<file path="src/pmtc_pkg.sv">
// Constants, register map and carrier types of the power-management timer group
package pmtc_pkg;
    localparam int ADDR_W = 12;
    localparam int DATA_W = 32;
    localparam int IDX_W = ADDR_W - 2;
    localparam int NUM_TMR = 3;
    localparam int NUM_IRQ = 16;

    // Register indices; the byte address is four times the index
    localparam logic [IDX_W-1:0] IDX_EVT_CTRL = 10'h085;
    localparam logic [IDX_W-1:0] IDX_IRQ_SEL = 10'h086;
    localparam logic [IDX_W-1:0] IDX_TMR_CTRL = 10'h088;
    localparam logic [IDX_W-1:0] IDX_CNT_FAST = 10'h089;
    localparam logic [IDX_W-1:0] IDX_CNT_GEN = 10'h08A;
    localparam logic [IDX_W-1:0] IDX_CNT_SLOW = 10'h08B;
    localparam logic [IDX_W-1:0] IDX_RELOAD = 10'h08C;
    localparam logic [IDX_W-1:0] IDX_BLK_CNT = 10'h08D;
    localparam logic [IDX_W-1:0] IDX_THR_ON = 10'h08E;
    localparam logic [IDX_W-1:0] IDX_THR_OFF = 10'h08F;
    localparam logic [IDX_W-1:0] IDX_SLOW_BASE = 10'h096;
    localparam logic [IDX_W-1:0] IDX_INT_STS = 10'h0A0;
    localparam logic [IDX_W-1:0] IDX_INT_CLR = 10'h0A1;
    localparam logic [IDX_W-1:0] IDX_INT_EN = 10'h0A2;
    localparam logic [IDX_W-1:0] IDX_THR_CTRL = 10'h0A3;

    // Timer order: 0 fast, 1 generic, 2 slow
    localparam int TMR_FAST = 0;
    localparam int TMR_GEN = 1;
    localparam int TMR_SLOW = 2;
    localparam int TC_EN_BIT [NUM_TMR] = '{0, 1, 2};
    localparam int TC_BLK_BIT [NUM_TMR] = '{3, 4, 5};
    localparam int RL_BIT [NUM_TMR] = '{2, 1, 0};
    localparam int EV_SET_BIT [NUM_TMR] = '{7, 6, 5};
    localparam int EV_IRQ_REL_BIT = 3;
    localparam int SB_LSB = 14;
    localparam int SB_MSB = 15;
    localparam int THR_EN_BIT = 0;
    localparam int THR_STOP_BIT = 1;
    localparam int INT_MGMT = 3;
    localparam int INT_STOP = 4;
    localparam int INT_W = 5;

    localparam logic [7:0] RST_BYTE = 8'h00;
    localparam logic [15:0] RST_HALF = 16'h0000;
    localparam logic [7:0] CNT_DONE = 8'h01;
    localparam logic [7:0] CNT_EXPIRE_FROM = 8'h02;
    localparam logic [3:0] SLOW_MULT [4] = '{4'h1, 4'h2, 4'h4, 4'h8};

    // Tick periods
    localparam longint CLK_NS = 4;
    localparam longint T_SHORT_NS = 35_000;
    localparam longint T_GEN_NS = 300_000_000;
    localparam longint T_FAST_NS = 600_000_000;
    localparam int FAST_PER_GEN = int'(T_FAST_NS / T_GEN_NS);

    localparam logic [1:0] RESP_OKAY = 2'h0;
    localparam logic [1:0] RESP_SLVERR = 2'h2;

    typedef struct packed {
        logic [ADDR_W-1:0] addr;
        logic [2:0] prot;
    } pmtc_addr_t;

    typedef struct packed {
        logic [DATA_W-1:0] data;
        logic [3:0] strb;
    } pmtc_wdata_t;

    typedef struct packed {
        logic [DATA_W-1:0] data;
        logic [1:0] resp;
    } pmtc_rdata_t;
endpackage : pmtc_pkg

</file>
<file path="src/pmtc_top.sv">
// Power-management timers, repeat block and stop-clock throttle behind an AXI4-Lite slave
//
// Summary of operation
// - Selected IRQ request releases stop-clock request
// - Blocking bit halts timer, reloads on resume
// - Disabled timer counts, raises no management interrupt
// - Enable set reloads timer from count register
// - Count write sets count; read returns count
// - Fast timer: count minus one, 0.6 s ticks
// - Generic timer: count minus one, 0.3 s ticks
// - Slow timer tick chosen by two-bit base
// - Reload strobe bits reload fast, generic, slow
// - Repeat block suppresses management interrupts until expiry
// - Throttle-on counts released, expiry asserts stop
// - Throttle timers tick every 35 us
// - Throttle-off counts asserted, expiry releases stop
// - IRQ release only with release enable set
// - Timer expiry with its event set bit asserts stop-clock request
//
// Local design decision: the AXI4-Lite register port.
`timescale 1ns/1ps
module pmtc_top #(
    parameter longint TICK_SHORT_CYC = pmtc_pkg::T_SHORT_NS / pmtc_pkg::CLK_NS,
    parameter longint TICK_GEN_CYC = pmtc_pkg::T_GEN_NS / pmtc_pkg::CLK_NS
) (
    input wire logic clock_in,
    input wire logic nrst_in,
    input wire logic awvalid_in,
    output logic awready_out,
    input wire pmtc_pkg::pmtc_addr_t aw_in,
    input wire logic wvalid_in,
    output logic wready_out,
    input wire pmtc_pkg::pmtc_wdata_t w_in,
    output logic bvalid_out,
    input wire logic bready_in,
    output logic [1:0] bresp_out,
    input wire logic arvalid_in,
    output logic arready_out,
    input wire pmtc_pkg::pmtc_addr_t ar_in,
    output logic rvalid_out,
    input wire logic rready_in,
    output pmtc_pkg::pmtc_rdata_t r_out,
    input wire logic [pmtc_pkg::NUM_IRQ-1:0] irq_req_in,
    output logic cpu_stop_clock_request_out,
    output logic mgmt_interrupt_out,
    output logic irq_out
);
    import pmtc_pkg::*;

    localparam int SHORT_W = $clog2(TICK_SHORT_CYC);
    localparam int GEN_W = $clog2(TICK_GEN_CYC);

    function automatic logic [7:0] pmtc_dec(input logic [7:0] c, input logic t);
        return (t && c > CNT_DONE) ? c - 8'h01 : c;
    endfunction : pmtc_dec

    function automatic logic pmtc_expires(input logic [7:0] c, input logic t);
        return t && (c == CNT_EXPIRE_FROM);
    endfunction : pmtc_expires

    function automatic logic pmtc_mapped(input logic [IDX_W-1:0] i);
        return i == IDX_EVT_CTRL || i == IDX_IRQ_SEL || (i >= IDX_TMR_CTRL && i <= IDX_THR_OFF) ||
               i == IDX_SLOW_BASE || (i >= IDX_INT_STS && i <= IDX_THR_CTRL);
    endfunction : pmtc_mapped

    // Bus slave state
    logic aw_pend_q, w_pend_q, awready_q, wready_q, bvalid_q, arready_q, rvalid_q;
    logic [1:0] bresp_q;
    logic [IDX_W-1:0] wr_idx_q;
    pmtc_wdata_t w_q;
    pmtc_rdata_t r_q;
    logic wr_fire;
    logic [7:0] wb0;
    logic [15:0] wb01;
    logic [DATA_W-1:0] rd_data;

    // Registers
    logic [7:0] evt_q, ctl_q, ctl_prev_q, blk_load_q, thr_on_q, thr_off_q;
    logic [15:0] irq_sel_q;
    logic [1:0] slow_base_q;
    logic [INT_W-1:0] sts_q, ien_q;
    logic thr_en_q, thr_en_prev_q;
    logic [7:0] load_q [NUM_TMR];
    logic [7:0] cnt_q [NUM_TMR];
    logic [7:0] blk_cnt_q, thr_cnt_q;

    // Ticks
    logic [SHORT_W-1:0] pre_short_q;
    logic [GEN_W-1:0] pre_gen_q;
    logic [1:0] fast_ph_q;
    logic [2:0] slow_ph_q;
    logic tick35, tick_gen, tick_fast, tick_slow;
    logic [NUM_TMR-1:0] tick;

    // Timer and stop-clock control
    logic [NUM_TMR-1:0] wr_cnt, reload, halted, expire, set_hit;
    logic stop_q, stop_prev_q, mgmt_q, irq_q, mgmt_fire, blocked, irq_rel, thr_exp, stop_set, stop_clr;
    logic [NUM_IRQ-1:0] irq_s1_q, irq_s2_q, irq_s3_q, irq_lvl_q;
    logic [INT_W-1:0] int_ev;

    assign awready_out = awready_q;
    assign wready_out = wready_q;
    assign bvalid_out = bvalid_q;
    assign bresp_out = bresp_q;
    assign arready_out = arready_q;
    assign rvalid_out = rvalid_q;
    assign r_out = r_q;
    assign cpu_stop_clock_request_out = stop_q;
    assign mgmt_interrupt_out = mgmt_q;
    assign irq_out = irq_q;

    // Write side: address and data taken in either order, committed together
    assign wr_fire = aw_pend_q && w_pend_q && !bvalid_q;
    assign wb0 = w_q.strb[0] ? w_q.data[7:0] : RST_BYTE;
    assign wb01 = {w_q.strb[1] ? w_q.data[15:8] : RST_BYTE, wb0};

    always_ff @(posedge clock_in or negedge nrst_in) begin
        if (!nrst_in) begin
            aw_pend_q <= 1'b0;
            w_pend_q <= 1'b0;
            awready_q <= 1'b1;
            wready_q <= 1'b1;
            bvalid_q <= 1'b0;
            bresp_q <= RESP_OKAY;
            wr_idx_q <= '0;
            w_q <= '0;
        end else begin
            if (awvalid_in && awready_q) begin
                aw_pend_q <= 1'b1;
                awready_q <= 1'b0;
                wr_idx_q <= aw_in.addr[ADDR_W-1:2];
            end
            if (wvalid_in && wready_q) begin
                w_pend_q <= 1'b1;
                wready_q <= 1'b0;
                w_q <= w_in;
            end
            if (wr_fire) begin
                aw_pend_q <= 1'b0;
                w_pend_q <= 1'b0;
                awready_q <= 1'b1;
                wready_q <= 1'b1;
                bvalid_q <= 1'b1;
                bresp_q <= pmtc_mapped(wr_idx_q) ? RESP_OKAY : RESP_SLVERR;
            end else if (bvalid_q && bready_in) begin
                bvalid_q <= 1'b0;
            end
        end
    end

    // Read side; timer count registers return the live count
    always_comb begin
        rd_data = '0;
        unique case (ar_in.addr[ADDR_W-1:2])
            IDX_EVT_CTRL: rd_data[7:0] = evt_q;
            IDX_IRQ_SEL: rd_data[15:0] = irq_sel_q;
            IDX_TMR_CTRL: rd_data[7:0] = ctl_q;
            IDX_CNT_FAST: rd_data[7:0] = cnt_q[TMR_FAST];
            IDX_CNT_GEN: rd_data[7:0] = cnt_q[TMR_GEN];
            IDX_CNT_SLOW: rd_data[7:0] = cnt_q[TMR_SLOW];
            IDX_BLK_CNT: rd_data[7:0] = blk_load_q;
            IDX_THR_ON: rd_data[7:0] = thr_on_q;
            IDX_THR_OFF: rd_data[7:0] = thr_off_q;
            IDX_SLOW_BASE: rd_data[SB_MSB:SB_LSB] = slow_base_q;
            IDX_INT_STS: rd_data[INT_W-1:0] = sts_q;
            IDX_INT_EN: rd_data[INT_W-1:0] = ien_q;
            IDX_THR_CTRL: rd_data[THR_STOP_BIT:THR_EN_BIT] = {stop_q, thr_en_q};
            default: rd_data = '0;
        endcase
    end

    always_ff @(posedge clock_in or negedge nrst_in) begin
        if (!nrst_in) begin
            arready_q <= 1'b1;
            rvalid_q <= 1'b0;
            r_q <= '0;
        end else if (arvalid_in && arready_q) begin
            arready_q <= 1'b0;
            rvalid_q <= 1'b1;
            r_q.data <= rd_data;
            r_q.resp <= pmtc_mapped(ar_in.addr[ADDR_W-1:2]) ? RESP_OKAY : RESP_SLVERR;
        end else if (rvalid_q && rready_in) begin
            rvalid_q <= 1'b0;
            arready_q <= 1'b1;
        end
    end

    // Configuration registers, all cleared at reset
    always_ff @(posedge clock_in or negedge nrst_in) begin
        if (!nrst_in) begin
            evt_q <= RST_BYTE;
            ctl_q <= RST_BYTE;
            irq_sel_q <= RST_HALF;
            blk_load_q <= RST_BYTE;
            thr_on_q <= RST_BYTE;
            thr_off_q <= RST_BYTE;
            slow_base_q <= '0;
            ien_q <= '0;
            thr_en_q <= 1'b0;
        end else if (wr_fire) begin
            unique case (wr_idx_q)
                IDX_EVT_CTRL: evt_q <= wb0;
                IDX_IRQ_SEL: irq_sel_q <= wb01;
                IDX_TMR_CTRL: ctl_q <= wb0;
                IDX_BLK_CNT: blk_load_q <= wb0;
                IDX_THR_ON: thr_on_q <= wb0;
                IDX_THR_OFF: thr_off_q <= wb0;
                IDX_SLOW_BASE: slow_base_q <= w_q.strb[1] ? w_q.data[SB_MSB:SB_LSB] : slow_base_q;
                IDX_INT_EN: ien_q <= wb0[INT_W-1:0];
                IDX_THR_CTRL: thr_en_q <= wb0[THR_EN_BIT];
                default: ;
            endcase
        end
    end

    // Prescaler: 35 us, 0.3 s, 0.6 s and selectable slow base
    assign tick35 = (pre_short_q == SHORT_W'(TICK_SHORT_CYC - 1));
    assign tick_gen = (pre_gen_q == GEN_W'(TICK_GEN_CYC - 1));
    assign tick_fast = tick_gen && (fast_ph_q == 2'(FAST_PER_GEN - 1));
    assign tick_slow = tick_fast && (slow_ph_q == 3'(SLOW_MULT[slow_base_q] - 4'h1));
    assign tick = {tick_slow, tick_gen, tick_fast};

    always_ff @(posedge clock_in or negedge nrst_in) begin
        if (!nrst_in) begin
            pre_short_q <= '0;
            pre_gen_q <= '0;
            fast_ph_q <= '0;
            slow_ph_q <= '0;
        end else begin
            pre_short_q <= tick35 ? '0 : pre_short_q + SHORT_W'(1);
            pre_gen_q <= tick_gen ? '0 : pre_gen_q + GEN_W'(1);
            if (tick_gen) begin
                fast_ph_q <= tick_fast ? 2'h0 : fast_ph_q + 2'h1;
            end
            if (tick_fast) begin
                slow_ph_q <= tick_slow ? 3'h0 : slow_ph_q + 3'h1;
            end
        end
    end

    // Three interval timers
    always_comb begin
        for (int i = 0; i < NUM_TMR; i++) begin
            wr_cnt[i] = wr_fire && w_q.strb[0] && (wr_idx_q == IDX_CNT_FAST + IDX_W'(i));
            reload[i] = (wr_fire && w_q.strb[0] && wr_idx_q == IDX_RELOAD && w_q.data[RL_BIT[i]]) ||
                        (ctl_q[TC_EN_BIT[i]] && !ctl_prev_q[TC_EN_BIT[i]]) ||
                        (stop_prev_q && !stop_q && ctl_q[TC_BLK_BIT[i]]);
            halted[i] = stop_q && ctl_q[TC_BLK_BIT[i]];
            expire[i] = pmtc_expires(cnt_q[i], tick[i]) && !halted[i] && !wr_cnt[i] && !reload[i];
            set_hit[i] = expire[i] && evt_q[EV_SET_BIT[i]];
        end
    end

    always_ff @(posedge clock_in or negedge nrst_in) begin
        if (!nrst_in) begin
            for (int i = 0; i < NUM_TMR; i++) begin
                load_q[i] <= RST_BYTE;
                cnt_q[i] <= RST_BYTE;
            end
            ctl_prev_q <= RST_BYTE;
        end else begin
            ctl_prev_q <= ctl_q;
            for (int i = 0; i < NUM_TMR; i++) begin
                if (wr_cnt[i]) begin
                    load_q[i] <= wb0;
                    cnt_q[i] <= wb0;
                end else if (reload[i]) begin
                    cnt_q[i] <= load_q[i];
                end else if (!halted[i]) begin
                    cnt_q[i] <= pmtc_dec(cnt_q[i], tick[i]);
                end
            end
        end
    end

    // Management interrupt and its repeat block
    assign blocked = blk_cnt_q > CNT_DONE;
    assign mgmt_fire = |(expire & ctl_q[TC_EN_BIT[TMR_SLOW]:TC_EN_BIT[TMR_FAST]]) && !blocked;

    always_ff @(posedge clock_in or negedge nrst_in) begin
        if (!nrst_in) begin
            mgmt_q <= 1'b0;
            blk_cnt_q <= RST_BYTE;
        end else begin
            mgmt_q <= mgmt_fire;
            blk_cnt_q <= mgmt_fire ? blk_load_q : pmtc_dec(blk_cnt_q, tick35);
        end
    end

    // IRQ inputs: three flops, a change counts once the last two agree
    always_ff @(posedge clock_in or negedge nrst_in) begin
        if (!nrst_in) begin
            irq_s1_q <= '0;
            irq_s2_q <= '0;
            irq_s3_q <= '0;
            irq_lvl_q <= '0;
        end else begin
            irq_s1_q <= irq_req_in;
            irq_s2_q <= irq_s1_q;
            irq_s3_q <= irq_s2_q;
            irq_lvl_q <= (irq_s2_q & irq_s3_q) | (irq_lvl_q & (irq_s2_q | irq_s3_q));
        end
    end

    // Stop-clock request and throttle timer
    assign irq_rel = evt_q[EV_IRQ_REL_BIT] && |(irq_sel_q & irq_lvl_q);
    assign thr_exp = thr_en_q && thr_en_prev_q && (stop_q == stop_prev_q) && pmtc_expires(thr_cnt_q, tick35);
    assign stop_set = |set_hit || (thr_exp && !stop_q);
    assign stop_clr = irq_rel || (thr_exp && stop_q);

    always_ff @(posedge clock_in or negedge nrst_in) begin
        if (!nrst_in) begin
            stop_q <= 1'b0;
            stop_prev_q <= 1'b0;
            thr_en_prev_q <= 1'b0;
            thr_cnt_q <= RST_BYTE;
        end else begin
            stop_prev_q <= stop_q;
            thr_en_prev_q <= thr_en_q;
            if (stop_set) begin
                stop_q <= 1'b1;
            end else if (stop_clr) begin
                stop_q <= 1'b0;
            end
            if ((thr_en_q && !thr_en_prev_q) || stop_q != stop_prev_q) begin
                thr_cnt_q <= stop_q ? thr_off_q : thr_on_q;
            end else begin
                thr_cnt_q <= pmtc_dec(thr_cnt_q, tick35);
            end
        end
    end

    // Sticky interrupt status, set wins over clear
    assign int_ev = {stop_q && !stop_prev_q, mgmt_fire, expire};

    always_ff @(posedge clock_in or negedge nrst_in) begin
        if (!nrst_in) begin
            sts_q <= '0;
            irq_q <= 1'b0;
        end else begin
            sts_q <= (sts_q & ~((wr_fire && wr_idx_q == IDX_INT_CLR) ? wb0[INT_W-1:0] : '0)) | int_ev;
            irq_q <= |(sts_q & ien_q);
        end
    end
endmodule : pmtc_top

</file>
<file path="config.mk">
export PLATFORM = sky130hd
export DESIGN_NAME = pmtc_top
export DESIGN_NICKNAME = d
export VERILOG_FILES = /design/src/pmtc_pkg.sv /design/src/pmtc_top.sv
export SDC_FILE = /design/constraint.sdc
export NUM_CORES = 1
export LEC_CHECK = 0
export BUFFER_PORTS_ARGS = -buffer_cell sky130_fd_sc_hd__buf_4
export CAP_MARGIN = 20
export CORE_ASPECT_RATIO = 0.5
export CORE_MARGIN = 8
export CORE_UTILIZATION = 64
export DETAILED_ROUTE_END_ITERATION = 12
export HOLD_SLACK_MARGIN = 0.12
export PLACE_DENSITY_LB_ADDON = 0.15
export SETUP_SLACK_MARGIN = 0.5
export SYNTH_ARGS = -nofsm -noshare
export SYNTH_HDL_FRONTEND = slang
export SYNTH_SLANG_ARGS = --single-unit
export TNS_END_PERCENT = 5
</file>
<file path="constraint.sdc">
create_clock -name clock_in -period 6.3 [get_ports clock_in]
set_clock_uncertainty 0.15 [all_clocks]
set_input_delay 0.315 -clock clock_in [delete_from_list [all_inputs] [get_ports clock_in]]
set_output_delay 0.315 -clock clock_in [all_outputs]
set_load 0.05 [all_outputs]
</file>
==> out/metrics.csv <==
metric,value,unit
syn-mean-instance-area,10.20,µm²
synth-seq-cells,304,
synthTopCellsByArea,"dfrtp_1 (54%), nand2_1 (6.4%), o21ai_0 (4.4%)",
antenna_found_initial,0,
gp_congestion,0.9565,
max_freq,289.3,MHz
path_cells,ha_1 > nand3_1 > nor2_1 > nand4_1 > nor4_1 > o31ai_1 > o21ai_0,
rsz0062_at_grt,false,
ys_seq_area_share,54.30,%
grt.total_usage,28.27,%
fillers,1451,
drive_above_1_share,12.88,%
dieArea,27180,µm²
grt_pass1_wl,61040,µm
critPathKind,reg2reg,
ant_nets,0,
grt_pass1_vias,10870,
grt_max_degree,187,
fin_hold_ws,0.1650,ns
gr-total-overflow,0,
cp_slowest_stage_delay,0.91,ns
status,"finished, final reports clean",
finalCritPeriodShare,54.87,%
yosysTopAreaCell,dfrtp_1,
async_flop_share,100.0,%
dr.first_iter.drc_count,1451,
cap_violations,0,
place_hpwl,25490,µm
worstSetupEndpoint,blk_cnt_q[2],
synth_common_cells,"dfrtp_1 (301), nand2_1 (239), o21ai_0 (123)",
final-setup-viol-count,0,
cts_resized,0,
r2r_start,pre_gen_q[0],
multi_input_area,5991,µm²
arrival,3.77,ns
clk_latency,0.55,ns
crit_slowest_cell,nor4_1,
cts_tree,done,
rrSetupSlack,2.84,ns
clk_pin_slew,0.07,ns
fp-row-count,38,
register_area,7611,µm²
cts_buffers,27,
h-tree-depth,1,
cts_setup_buffers,0,
clockBufferDepth,3,
via_per_inst,6.159,
ys_types,72,
ir_drop,339.7,µV
slew_viol_final,0,
cp.depth,7,
yosys.cell_count.top_type,dfrtp_1,
power_density,330.4,nW/µm²
io_buffers,86,
crit_buf_inv,0,
clock-sinks,304,
worst_pin_slew,1.082,ns
leakage,0.007343,µW
yosys_warnings,0,
cts_hold_buf,51,
synth_edf_count,0,
die_w,225.3,µm
cp-start-kind,flop,
fin_crit,3.457,ns
hold_viol_final,0,
totalNegativeSetupSlack,0,ns
timing.slew.headroom,27.17,%
synthCells,1374,
core,21590,µm²
root_buffer,clkbuf_16,
vias,11170,
wl_per_cell,21.10,µm
worstPathRequired,6.61,ns
dr.pass1.iters,5,
path_delay_family,simple AND/OR/NAND/NOR gates,
end_kind,flop,
syn_to_final_growth,16.25,%
drc_errors,0,
synth_top_area_share,53.74,%
crit_path_start,pre_gen_q[0],
synth-main-ff-cell,dfrtp_1,
worstHoldPathType,in2reg,
critical_path.max_fanout,9,
diodes,0,
fin_nets,1602,
die_h,120.6,µm
drt-total-wl,38280,µm
r2r_end,blk_cnt_q[2],
start_util,64.94,%
reg2reg_depth,7,
io_pins,133,
synth_area,14020,µm²
==> per-stage QoR <==
step	total power [µW]	cells	util, %	setup slack (ns)	area [µm²]
floorplan	3172	1391	-	3.411	14080
detailed placement	3526	1711	68.64	2.682	14820
finish	5385	1814	75.49	2.843	16300
global placement	3471	1711	68.64	2.770	14820
global route	5607	1814	75.49	2.605	16300
CTS	5338	1812	75.45	2.669	16290
==> worst min path at each step <==
stage | endpoint | slack [ns] | cells past startpoint | startpoint
CTS | r_out[4] | 0.14 | 4 | ar_in[14]
detailed placement | irq_s2_q[0] | 0.19 | 0 | irq_s1_q[0]
global placement | irq_s2_q[8] | 0.18 | 0 | irq_s1_q[8]
finish | r_out[4] | 0.16 | 4 | ar_in[14]
global route | r_out[4] | 0.18 | 4 | ar_in[14]
floorplan | aw_pend_q | -0.13 | 0 | nrst_in
==> cell families after synthesis <==
group | Yosys count | synth area share (%)
adders and majority gates | 36 | 2.928
other | 1 | 0.02675
xor gates and xnor gates | 58 | 3.624
muxes | 61 | 4.758
AOI/OAI and AO/OA | 276 | 12.73
DFF | 304 | 54.30
buffers and inverters | 107 | 3.570
and+or+nand+nor | 531 | 18.07
==> flip-flops by register name, summed over array words and instances (netlist names), 14 cells and up <==
signal / cells
pre_gen_q: 27
w_q: 18
irq_s2_q: 16
r_out: 17
load_q: 24
irq_s3_q: 16
pre_short_q: 14
cnt_q: 24
irq_s1_q: 16
irq_sel_q: 16
irq_lvl_q: 16
==> tightest hold or removal path: cells and delay by family <==
kind,cells,cell delay [ns]
AOI/OAI and AO/OA,2,0.28
buffers and inverters,1,0.13
and+or+nand+nor,1,0.09
==> layout by cell type, fill, tap and decap left out, drive strengths merged, types with 9 or more instances in the layout <==
master       count
a31oi           14
dlygate4sd3     51
conb            18
nand2          240
xor2            26
o21a            11
nor2b            9
nor4            15
nand3           40
a22oi           19
clkbuf          41
and3            20
mux2i           16
nor4b           11
inv             37
mux2            45
o21ai          125
maj3            16
dfrtp          301
buf             91
nand4           22
and2            13
nor2            88
nor3            22
a221oi          10
xnor2           32
o211ai          12
ha              20
a21oi           21
==> where the power goes <==
| part | internal, µW | switching [µW] | total [µW] |
|---|---|---|---|
| Combinational | 460 | 652 | 1110 |
| Clock | 1060 | 742 | 1800 |
| Sequential | 2160 | 317 | 2470 |
==> layer usage <==
layer	vias to the layer above	routed length [µm]	track usage (%)
li1	5065	-	-
met1	5550	16370	40.08
met2	503	17380	43.98
met3	54	3927	7.711
met4	0	607	5.051
met5	-	0	0
==> final cells by class <==
cell class / count / area share [%]
Sequential cell: 304 / 46.71
Multi-Input combinational cell: 980 / 36.76
Timing Repair Buffer: 144 / 7.509
Clock buffer: 39 / 4.730
Tap cell: 300 / 2.303
Clock inverter: 11 / 1.159
Inverter: 36 / 0.8292
No activity file was read; power rests on OpenSTA's default activity.
